## src/eam_pkg.sv

```systemverilog
package eam_pkg;

  // ********************************************************************
  // Operations
  // ********************************************************************
  typedef enum logic [4:0] {
    OP_ADD,
    OP_ADD_CARRY,
    OP_SUBTRACT,
    OP_SUBTRACT_IMMEDIATE,
    OP_SUBTRACT_WITH_BORROW,
    OP_SUBTRACT_CONSTANT_WITH_BORROW,
    OP_AND,
    OP_AND_IMMEDIATE,
    OP_OR,
    OP_OR_IMMEDIATE,
    OP_SET_BITS_BY_MASK,
    OP_CLEAR_BITS_BY_MASK,
    OP_TEST_ZERO_OR_MINUS,
    OP_WORD_ADD_IMMEDIATE,
    OP_WORD_SUBTRACT_IMMEDIATE,
    OP_UNSIGNED_MULTIPLY,
    OP_SIGNED_MULTIPLY,
    OP_MIXED_SIGN_MULTIPLY,
    OP_FRACTIONAL_UNSIGNED_MULTIPLY,
    OP_FRACTIONAL_SIGNED_MULTIPLY,
    OP_FRACTIONAL_MIXED_MULTIPLY
  } eam_op_t;

  typedef enum logic [1:0] {
    DEST_BYTE,
    DEST_PAIR,
    DEST_PRODUCT
  } eam_dest_t;

  // ********************************************************************
  // Carriers
  // ********************************************************************
  typedef struct packed {
    eam_op_t    op;
    logic [7:0] dst;
    logic [7:0] src;
    logic [7:0] dst_hi;
  } eam_req_t;

  typedef struct packed {
    eam_dest_t   dest;
    logic [15:0] data;
  } eam_res_t;

  typedef struct packed {
    logic h;
    logic s;
    logic v;
    logic n;
    logic z;
    logic c;
  } eam_flags_t;

  // ********************************************************************
  // Constants
  // ********************************************************************
  localparam logic [1:0] EAM_BYTE_CYCLES   = 2'd1;
  localparam logic [1:0] EAM_WORD_CYCLES   = 2'd2;
  localparam logic [1:0] EAM_MUL_CYCLES    = 2'd2;
  localparam int         EAM_WORD_IMM_W    = 6;
  localparam logic [7:0] EAM_ALL_ONES      = 8'hff;
  localparam eam_flags_t EAM_FLAGS_RESET   = 6'h00;
  localparam int         EAM_PRODUCT_LO    = 0;
  localparam int         EAM_PRODUCT_HI    = 1;
  localparam int         EAM_NIBBLE_MSB    = 3;
  localparam int         EAM_BYTE_MSB      = 7;
  localparam int         EAM_WORD_MSB      = 15;

endpackage : eam_pkg

```

## src/eam_alu.sv

```systemverilog
// How it works
// - Add and add-with-carry sum source into destination, write it, set Z C N V H, one clock.
// - Word add immediate adds a small constant to a register pair, writes it, sets Z C N V S, two clocks.
// - Word subtract immediate subtracts a small constant from a pair, writes it, sets Z C N V S, two clocks.
// - Subtract with borrow takes destination minus source minus carry, sets Z C N V H, one clock.
// - Subtract immediate takes a constant from the destination, sets Z C N V H, one clock.
// - Subtract constant with borrow takes constant and carry from the destination, one clock.
// - AND with a register or constant stores the result and sets only Z N V, one clock.
// - OR with a register or constant stores the result and sets only Z N V, one clock.
// - Set-bits ORs a mask into the destination and sets Z N V, one clock.
// - Clear-bits ANDs the destination with the mask inverted against all ones, one clock.
// - Test ANDs a register with itself and sets Z N V from it, one clock.
// - Mixed-sign multiply puts signed times unsigned into the R1:R0 pair, sets Z C, two clocks.
// - Fractional unsigned multiply shifts the unsigned product left by one into R1:R0, sets Z C.
// - Fractional mixed multiply shifts the mixed product left by one into R1:R0, sets Z C, two clocks.
`timescale 1ns/1ps
`default_nettype none
module eam_alu
  import eam_pkg::*;
(
  input  wire logic       clk,
  input  wire logic       arst_n,
  input  wire logic       req_valid,
  input  wire eam_req_t   req,
  output logic            busy_reg,
  output logic            res_valid_reg,
  output eam_res_t        res_reg,
  output eam_flags_t      flags_reg
);

  // ********************************************************************
  // Decode helpers
  // ********************************************************************
  function automatic logic is_mul(input eam_op_t op);
    case (op)
      OP_UNSIGNED_MULTIPLY, OP_SIGNED_MULTIPLY, OP_MIXED_SIGN_MULTIPLY,
      OP_FRACTIONAL_UNSIGNED_MULTIPLY, OP_FRACTIONAL_SIGNED_MULTIPLY,
      OP_FRACTIONAL_MIXED_MULTIPLY: is_mul = 1'b1;
      default: is_mul = 1'b0;
    endcase
  endfunction : is_mul

  function automatic logic [1:0] op_cycles(input eam_op_t op);
    if (op == OP_WORD_ADD_IMMEDIATE || op == OP_WORD_SUBTRACT_IMMEDIATE) begin
      op_cycles = EAM_WORD_CYCLES;
    end else if (is_mul(op)) begin
      op_cycles = EAM_MUL_CYCLES;
    end else begin
      op_cycles = EAM_BYTE_CYCLES;
    end
  endfunction : op_cycles

  // ********************************************************************
  // Issue control
  // ********************************************************************
  logic                      accept;
  logic                      commit;
  logic [1:0]                cnt_reg;
  eam_op_t                   hold_op_reg;
  logic [15:0]               hold_word_reg;
  logic [EAM_WORD_IMM_W-1:0] hold_k_reg;

  assign accept = req_valid & ~busy_reg;
  assign commit = busy_reg & (cnt_reg == 2'd1);

  always_ff @(posedge clk or negedge arst_n) begin
    if (!arst_n) begin
      busy_reg <= 1'b0;
      cnt_reg  <= 2'd0;
    end else if (accept && op_cycles(req.op) != EAM_BYTE_CYCLES) begin
      busy_reg <= 1'b1;
      cnt_reg  <= op_cycles(req.op) - 2'd1;
    end else if (commit) begin
      busy_reg <= 1'b0;
      cnt_reg  <= 2'd0;
    end else if (busy_reg) begin
      cnt_reg  <= cnt_reg - 2'd1;
    end
  end

  always_ff @(posedge clk or negedge arst_n) begin
    if (!arst_n) begin
      hold_op_reg   <= OP_ADD;
      hold_word_reg <= 16'h0000;
      hold_k_reg    <= '0;
    end else if (accept) begin
      hold_op_reg   <= req.op;
      hold_word_reg <= {req.dst_hi, req.dst};
      hold_k_reg    <= req.src[EAM_WORD_IMM_W-1:0];
    end
  end

  // ********************************************************************
  // Multiplier
  // ********************************************************************
  logic        mul_a_signed;
  logic        mul_b_signed;
  logic        mul_frac;
  logic [15:0] mul_product;
  logic        mul_carry;

  always_comb begin
    mul_a_signed = 1'b0;
    mul_b_signed = 1'b0;
    mul_frac     = 1'b0;
    case (req.op)
      OP_SIGNED_MULTIPLY: begin
        mul_a_signed = 1'b1;
        mul_b_signed = 1'b1;
      end
      OP_MIXED_SIGN_MULTIPLY: mul_a_signed = 1'b1;
      OP_FRACTIONAL_UNSIGNED_MULTIPLY: mul_frac = 1'b1;
      OP_FRACTIONAL_SIGNED_MULTIPLY: begin
        mul_a_signed = 1'b1;
        mul_b_signed = 1'b1;
        mul_frac     = 1'b1;
      end
      OP_FRACTIONAL_MIXED_MULTIPLY: begin
        mul_a_signed = 1'b1;
        mul_frac     = 1'b1;
      end
      default: mul_frac = 1'b0;
    endcase
  end

  eam_mul #(.W(8)) u_mul (
    .clk         (clk),
    .arst_n      (arst_n),
    .load        (accept & is_mul(req.op)),
    .a           (req.dst),
    .b           (req.src),
    .a_signed    (mul_a_signed),
    .b_signed    (mul_b_signed),
    .frac        (mul_frac),
    .product_reg (mul_product),
    .carry_reg   (mul_carry)
  );

  // ********************************************************************
  // Byte arithmetic and logic
  // ********************************************************************
  logic       use_carry;
  logic       is_sub;
  logic       is_logic;
  logic       cin;
  logic [8:0] sum9;
  logic [4:0] nib5;
  logic [7:0] arith_r;
  logic [7:0] logic_r;
  logic       arith_v;

  always_comb begin
    use_carry = (req.op == OP_ADD_CARRY) || (req.op == OP_SUBTRACT_WITH_BORROW)
                || (req.op == OP_SUBTRACT_CONSTANT_WITH_BORROW);
    is_sub    = (req.op == OP_SUBTRACT) || (req.op == OP_SUBTRACT_IMMEDIATE)
                || (req.op == OP_SUBTRACT_WITH_BORROW) || (req.op == OP_SUBTRACT_CONSTANT_WITH_BORROW);
    cin       = use_carry & flags_reg.c;
    if (is_sub) begin
      sum9 = {1'b0, req.dst} - {1'b0, req.src} - {8'h00, cin};
      nib5 = {1'b0, req.dst[3:0]} - {1'b0, req.src[3:0]} - {4'h0, cin};
    end else begin
      sum9 = {1'b0, req.dst} + {1'b0, req.src} + {8'h00, cin};
      nib5 = {1'b0, req.dst[3:0]} + {1'b0, req.src[3:0]} + {4'h0, cin};
    end
    arith_r = sum9[7:0];
    if (is_sub) begin
      arith_v = (req.dst[EAM_BYTE_MSB] != req.src[EAM_BYTE_MSB])
                && (arith_r[EAM_BYTE_MSB] != req.dst[EAM_BYTE_MSB]);
    end else begin
      arith_v = (req.dst[EAM_BYTE_MSB] == req.src[EAM_BYTE_MSB])
                && (arith_r[EAM_BYTE_MSB] != req.dst[EAM_BYTE_MSB]);
    end
    is_logic = 1'b1;
    case (req.op)
      OP_AND, OP_AND_IMMEDIATE: logic_r = req.dst & req.src;
      OP_OR, OP_OR_IMMEDIATE: logic_r = req.dst | req.src;
      OP_SET_BITS_BY_MASK: logic_r = req.dst | req.src;
      OP_CLEAR_BITS_BY_MASK: logic_r = req.dst & (EAM_ALL_ONES ^ req.src);
      OP_TEST_ZERO_OR_MINUS: logic_r = req.dst & req.dst;
      default: begin
        logic_r  = 8'h00;
        is_logic = 1'b0;
      end
    endcase
  end

  // ********************************************************************
  // Word arithmetic on the held pair
  // ********************************************************************
  logic        word_sub;
  logic [15:0] word_r;
  logic        word_v;
  logic        word_c;

  always_comb begin
    word_sub = (hold_op_reg == OP_WORD_SUBTRACT_IMMEDIATE);
    if (word_sub) begin
      word_r = hold_word_reg - {{(16-EAM_WORD_IMM_W){1'b0}}, hold_k_reg};
      word_v = hold_word_reg[EAM_WORD_MSB] & ~word_r[EAM_WORD_MSB];
      word_c = word_r[EAM_WORD_MSB] & ~hold_word_reg[EAM_WORD_MSB];
    end else begin
      word_r = hold_word_reg + {{(16-EAM_WORD_IMM_W){1'b0}}, hold_k_reg};
      word_v = ~hold_word_reg[EAM_WORD_MSB] & word_r[EAM_WORD_MSB];
      word_c = ~word_r[EAM_WORD_MSB] & hold_word_reg[EAM_WORD_MSB];
    end
  end

  // ********************************************************************
  // Result and flag selection
  // ********************************************************************
  logic       valid_next;
  eam_res_t   res_next;
  eam_flags_t flags_next;

  always_comb begin
    valid_next = 1'b0;
    res_next   = res_reg;
    flags_next = flags_reg;
    if (commit) begin
      valid_next = 1'b1;
      if (is_mul(hold_op_reg)) begin
        res_next.dest = DEST_PRODUCT;
        res_next.data = mul_product;
        flags_next.c  = mul_carry;
        flags_next.z  = (mul_product == 16'h0000);
      end else begin
        res_next.dest = DEST_PAIR;
        res_next.data = word_r;
        flags_next.c  = word_c;
        flags_next.v  = word_v;
        flags_next.n  = word_r[EAM_WORD_MSB];
        flags_next.s  = word_r[EAM_WORD_MSB] ^ word_v;
        flags_next.z  = (word_r == 16'h0000);
      end
    end else if (accept && op_cycles(req.op) == EAM_BYTE_CYCLES) begin
      valid_next    = 1'b1;
      res_next.dest = DEST_BYTE;
      if (is_logic) begin
        res_next.data = {8'h00, logic_r};
        flags_next.z  = (logic_r == 8'h00);
        flags_next.n  = logic_r[EAM_BYTE_MSB];
        flags_next.v  = 1'b0;
      end else begin
        res_next.data = {8'h00, arith_r};
        flags_next.c  = sum9[8];
        flags_next.h  = nib5[EAM_NIBBLE_MSB+1];
        flags_next.n  = arith_r[EAM_BYTE_MSB];
        flags_next.v  = arith_v;
        // Borrow variants only keep zero if the previous step was zero
        flags_next.z  = (arith_r == 8'h00) & (~use_carry | ~is_sub | flags_reg.z);
      end
    end
  end

  // ********************************************************************
  // Output registers
  // ********************************************************************
  always_ff @(posedge clk or negedge arst_n) begin
    if (!arst_n) begin
      res_valid_reg <= 1'b0;
      res_reg       <= '0;
    end else begin
      res_valid_reg <= valid_next;
      res_reg       <= res_next;
    end
  end

  always_ff @(posedge clk or negedge arst_n) begin
    if (!arst_n) begin
      flags_reg <= EAM_FLAGS_RESET;
    end else begin
      flags_reg <= flags_next;
    end
  end

endmodule : eam_alu
`default_nettype wire

```

## src/eam_mul.sv

```systemverilog
`timescale 1ns/1ps
`default_nettype none
module eam_mul
  import eam_pkg::*;
#(
  parameter int W = 8
) (
  input  wire logic             clk,
  input  wire logic             arst_n,
  input  wire logic             load,
  input  wire logic [W-1:0]     a,
  input  wire logic [W-1:0]     b,
  input  wire logic             a_signed,
  input  wire logic             b_signed,
  input  wire logic             frac,
  output logic      [2*W-1:0]   product_reg,
  output logic                  carry_reg
);

  // ********************************************************************
  // Nine-bit extension covers signed, unsigned and mixed operands
  // ********************************************************************
  logic signed [W:0]     a_ext;
  logic signed [W:0]     b_ext;
  logic signed [2*W+1:0] full;
  logic        [2*W-1:0] raw;

  assign a_ext = $signed({a_signed & a[W-1], a});
  assign b_ext = $signed({b_signed & b[W-1], b});
  assign full  = a_ext * b_ext;
  assign raw   = full[2*W-1:0];

  always_ff @(posedge clk or negedge arst_n) begin
    if (!arst_n) begin
      product_reg <= '0;
      carry_reg   <= 1'b0;
    end else if (load) begin
      // Carry is taken from the product before the fractional shift
      carry_reg   <= raw[2*W-1];
      product_reg <= frac ? {raw[2*W-2:0], 1'b0} : raw;
    end
  end

endmodule : eam_mul
`default_nettype wire

```

## config.mk

```make
export PLATFORM = sky130hd
export DESIGN_NAME = eam_alu
export DESIGN_NICKNAME = d
export VERILOG_FILES = /design/src/eam_pkg.sv /design/src/eam_alu.sv /design/src/eam_mul.sv
export SDC_FILE = /design/constraint.sdc
export NUM_CORES = 1
export LEC_CHECK = 0
export BUFFER_PORTS_ARGS = -buffer_cell sky130_fd_sc_hd__buf_2
export CELL_PAD_IN_SITES_DETAIL_PLACEMENT = 0
export CELL_PAD_IN_SITES_GLOBAL_PLACEMENT = 1
export CORE_UTILIZATION = 50
export CTS_CLUSTER_DIAMETER = 150
export CTS_CLUSTER_SIZE = 30
export DETAILED_ROUTE_END_ITERATION = 8
export GPL_TIMING_DRIVEN = 0
export PLACE_DENSITY = 0.94
export SLEW_MARGIN = 25
export SYNTH_ARGS = -nofsm -noshare
export SYNTH_HDL_FRONTEND = slang
export SYNTH_SLANG_ARGS = --single-unit
```

## constraint.sdc

```tcl
create_clock -name clk -period 8.7 [get_ports clk]
set_clock_uncertainty 0.2 [all_clocks]
set_input_delay 1.305 -clock clk [delete_from_list [all_inputs] [get_ports clk]]
set_output_delay 1.305 -clock clk [all_outputs]
set_load 0.05 [all_outputs]
```

* Word level (Yosys, flattened, before mapping)
Cells that the tools add are included.
** Word-level totals
- Bits in registers :: 72
- Bits of input ports :: 32
** Cells by class
- Add/subtract/negate cells :: 12
- Multipliers :: 1
- Equal/unequal tests :: 35
- Muxes and demuxes :: 43
- Bitwise gates (word level) :: 28
- Reduce and logical (&&, ||, !) cells :: 29
** Operator list (count)
- two-way mux 18 bit :: 3
- equality test 5 x 4 -> 1 bit, second input constant :: 10
- equality test 5 bit, second input constant :: 10
- logical NOT 16 bit :: 2
- two-way mux 16 bit :: 2
- one-hot mux 8 bit (4 select lines) :: 1
- two-way mux 2 bit :: 13
- AND 8 bit :: 3
- equality test 5 x 3 -> 1 bit, second input constant :: 4
- two-way mux 1 bit :: 18
- adder 16 x 6 -> 16 bit :: 1
- logical NOT 8 bit :: 2
- multiplier 9 x 9 -> 16 bit :: 1
- subtractor 16 x 6 -> 16 bit :: 1
- OR reduction 6 bit :: 2
- AND 1 bit :: 11
- equality test 5 x 2 -> 1 bit, second input constant :: 2
- adder 8 x 8 -> 9 bit :: 1
- adder 9 x 1 -> 9 bit :: 1
- two-way mux 9 bit :: 1
- inverter 1 bit :: 9
- subtractor 8 x 8 -> 9 bit :: 1
- subtractor 9 x 1 -> 9 bit :: 1
- two-way mux 4 bit :: 2
- 28 further kinds :: 46

* Longest topological paths before layout
- Depth in word-level cells :: 14
- Depth in mapped cells :: 22
- Gate-level depth less buffers :: 21

* Modules after synthesis
A second synthesis with hierarchy kept.
** Unflattened totals
- Cells, all modules :: 980
- Area total of the unflattened synthesis :: 8473.1 µm²
** By module, submodules not included
- eam_alu :: times used 1, cells each 589, area each 4942.2 µm²
- eam_mul :: times used 1, cells each 391, area each 3530.9 µm²

* Worst setup path before layout
No wires, ideal clock.
- Path type :: input-to-reg
- From :: in req[28] (netlist bit)
- To :: reg u_mul.product_reg[15]
- Library setup time :: 125 ps
- Arrival time :: 6458 ps
- Data required time :: 8375 ps
- Slack :: 1917 ps
- Stages :: 22
- Buffers on the path :: 2
- Path through :: buf_2 -> nor2b_1 -> and3_1 -> clkbuf_1 -> nand2_1 -> fa_1 -> fa_1 -> inv_1 -> fa_1 -> fa_1 -> inv_1 -> fa_1 -> inv_1 -> ha_1 -> nand3_1 -> o211ai_1 -> o41ai_1 -> o21ai_0 -> xor2_1 -> nor2_1 -> a21oi_1 -> mux2_2
** On the way
- Cells in the longest elaborated chain, start to end :: 6
- Elaborated cells on any way between the ends :: 19
** RTL lines
- from (decl) :: line eam_alu.sv:24 : input wire eam_req_t req,
- equality test 5 bit :: line eam_alu.sv:35, eam_alu.sv:106
- OR reduction 4 bit (no line) or OR reduction 2 bit (tied branches)
- two-way mux 1 bit :: line eam_alu.sv:106 : case (req.op)
- AND 1 bit (on tied branches) :: line eam_mul.sv:28, eam_mul.sv:29
- multiplier 9 x 9 -> 16 bit :: line eam_mul.sv:30 : assign full = a_ext * b_ext;
- two-way mux 16 bit :: line eam_mul.sv:40 : product_reg <= frac ? {raw[2*W-2:0], 1'b0} : raw;
- to (signal assigned) :: line eam_mul.sv:40
- to (decl) :: line eam_mul.sv:16 : output logic [2*W-1:0] product_reg,
Several ways; a longest one is shown, not always the timed one.
A chain may end at the register's enable or synchronous reset.

* Worst setup path in the final report
Same ends and word-level chain as after synthesis.

==> reports/results.txt <==
status - completed
Pwr Density - 291 nW/um^2
Die Y - 131 um
Max Cap Viol - 0
sequence of cells on the critical path - buf_2 > nor2b_1 > nand4b_1 > nand2b_1 > fa_1 > fa_1 > inv_1 > fa_1 > fa_1 > inv_1 > fa_1 > inv_1 > ha_1 > nand3_1 > o211ai_1 > o41ai_1 > o21ai_0 > xor2_1 > nor2_1 > a21oi_1 > mux2_2
synthesized area - 8280 sq um
RSZ-0062 raised after global routing - no
max reg flops - 18
Worst VDD drop - 208 uV
clk buf depth - 2
Worst Reg-to-Reg Cells - 11
hpwl dp - 17900 um
first-pass GRT wire length - 36700 um
drt first pass iters - 5
highest-count cells in the layout ignoring fill and taps - 124 x inv_1, 95 x nor2_1, 89 x nand2_1
initial antenna violation count - 0
Synth Register Bits - 72
drt wl/cell - 18.0 um
Die Wd - 131 um
Post-CTS Resized - 0
Std-Cell Rows - 46
Hold Startpoint - res_reg[16]$_DFFE_PN0P_
H-tree levels - 3
worst-path fanout max - 10
slew margin rel. - 53.8%
startpoint types - input port
Crit path buffers/inverters - 4
Worst EP arrival - 7.39 ns
Fin. Hold Viols - 0
number of global-route vias before repair - 7145
Inserted Clock Buffers - 9
fraction of layout instances using a drive strength above 1 - 11.5%
Worst Hold Class - register to register
commonest non-fill, non-tap cell in the layout - inv_1
largest net degree at the start of global routing - 53
clock sink count - 72
Yosys warning count - 0
CTS tree - built
GRT overflow - 0
measured slew at the worst slew-check pin - 0.693 ns
Boundary Pins - 58
antenna fix cells - 0
Final Routed Wirelength - 22300 um
Cell variety after synth - 77
Seq/Total Area, Yosys - 21.8%
Finish-stage setup viols - 0
GPL Wtd Cong - 0.953
CP startpoint - req[28]
Hold Crit Depth - 1
P&R area growth vs syn - 10.7%
worst skew pair latency - 0.34 ns
postcts setup bufs - 0
post-synthesis cell count - 949
Vias/cell - 5.71
ys async rst share - 100%
minimum clock period - 7.31 ns
hold_buf cts - 0
antenna-violating nets left - 0
CP peak stage delay - 0.55 ns
Worst path top cell family by delay - adder cells
GRT Resource Usage Total - 28.3%
Starting Density - 51.7%
commonest register cell after synthesis - dfrtp_1
final core utilization - 57.3%
Iter 0 DRT Violations - 582
Worst path depth - 21
fin crit share - 84.0%
via count - 7053
Crit Path Category - input port to register
leakage - 4.48 nW
# port buffers - 55
DRC errors left - 0
die area - 17100 sq um
Slowest cell on crit path - fa_1
R2R Path Start - flags_reg[0]$_DFFE_PN0P_
syn_nets - 1130
Setup TNS - 0 ns
crit end category - register
Avg Cell Area, Syn - 8.72 sq um
clk slew on worst S/H paths - 0.05 ns
most frequent CP cell - fa_1
Root Driver - clkbuf_16
CP Data Required Time - 8.78 ns
max-slew violations - 0
Fmax achieved - 137 MHz
nets - 1197
EDFF count, synth - 0
area of the core - 16000 sq um
==> routing by layer <==
layer  part of all wire, %  vias up  wire, um  track usage, %
met4                   3.8        0       840            12.4
met3                   6.0       53      1340            3.62
met5                     0        -         0               0
li1                      -     3314         -               -
met2                    48      262     10600            46.7
met1                    43     3424      9480            37.3
==> cell usage after synthesis, types with 9 or more instances <==
master | number | area share [%]
a21o_1 | 9 | 0.82
a21oi_1 | 41 | 2.5
a31oi_1 | 10 | 0.76
clkbuf_1 | 23 | 1.0
dfrtp_1 | 72 | 22
fa_1 | 69 | 17
ha_1 | 80 | 12
inv_1 | 124 | 5.6
mux2_2 | 17 | 2.3
mux2i_1 | 34 | 4.1
nand2_1 | 89 | 4.0
nand2b_1 | 13 | 0.98
nand3_1 | 14 | 0.85
nor2_1 | 95 | 4.3
nor3_1 | 19 | 1.1
o211ai_1 | 13 | 1.2
o21ai_0 | 48 | 2.9
xnor2_1 | 31 | 3.3
xor2_1 | 16 | 1.7
==> through the flow <==
| step | setup slack (ns) | instance area [sq um] | hold WS, ns | power [mW] | std cells |
|---|---|---|---|---|---|
| floorplan | 1.92 | 8280 | 0.275 | 1.83 | 949 |
| global placement | 1.09 | 8820 | 0.265 | 2.24 | 1220 |
| detailed placement | 1.10 | 8850 | 0.265 | 2.27 | 1221 |
| CTS | 1.42 | 9160 | 0.277 | 2.66 | 1236 |
| global route | 1.02 | 9160 | 0.298 | 2.89 | 1236 |
| finish | 1.39 | 9160 | 0.274 | 2.66 | 1236 |
==> final cells by class <==
class                           count  area [sq um]
Inverter                          130           488
Timing Repair Buffer               56           305
Sequential cell                    72          1800
Tap cell                          216           270
Fill cell                        1520          6840
Multi-Input combinational cell    712          5840
Buffer                             35           151
Clock inverter                      2          37.5
Clock buffer                       13           270
==> worst paths after layout <==
check / endpoint / slack [ns]
setup / recovery: u_mul.product_reg[15]$_DFFE_PN0P_ / 1.39
hold / removal: res_reg[16]$_DFFE_PN0P_ / 0.27
setup reg to reg: flags_reg[1]$_DFFE_PN0P_ / 5.07
hold reg to reg: res_reg[16]$_DFFE_PN0P_ / 0.27
max in group asynchronous: hold_word_reg[1]$_DFFE_PN0P_ / 7.10
min in group asynchronous: hold_word_reg[15]$_DFFE_PN0P_ / 0.65
==> cells by family after synthesis <==
| logic type | synth area share, % |
|---|---|
| compound gates | 13.9 |
| xor+xnor | 5.17 |
| simple gates | 16.2 |
| flops | 21.8 |
| buf+inv | 7.72 |
| fa+ha+maj | 28.8 |
| mux | 6.42 |
==> power by group <==
part	leakage (nW)	internal, mW	switching [mW]
combinational	3.47	0.612	1.05
sequential	0.866	0.484	0.137
clock	0.148	0.244	0.140
Note: power is estimated with default switching activity, not from simulation.
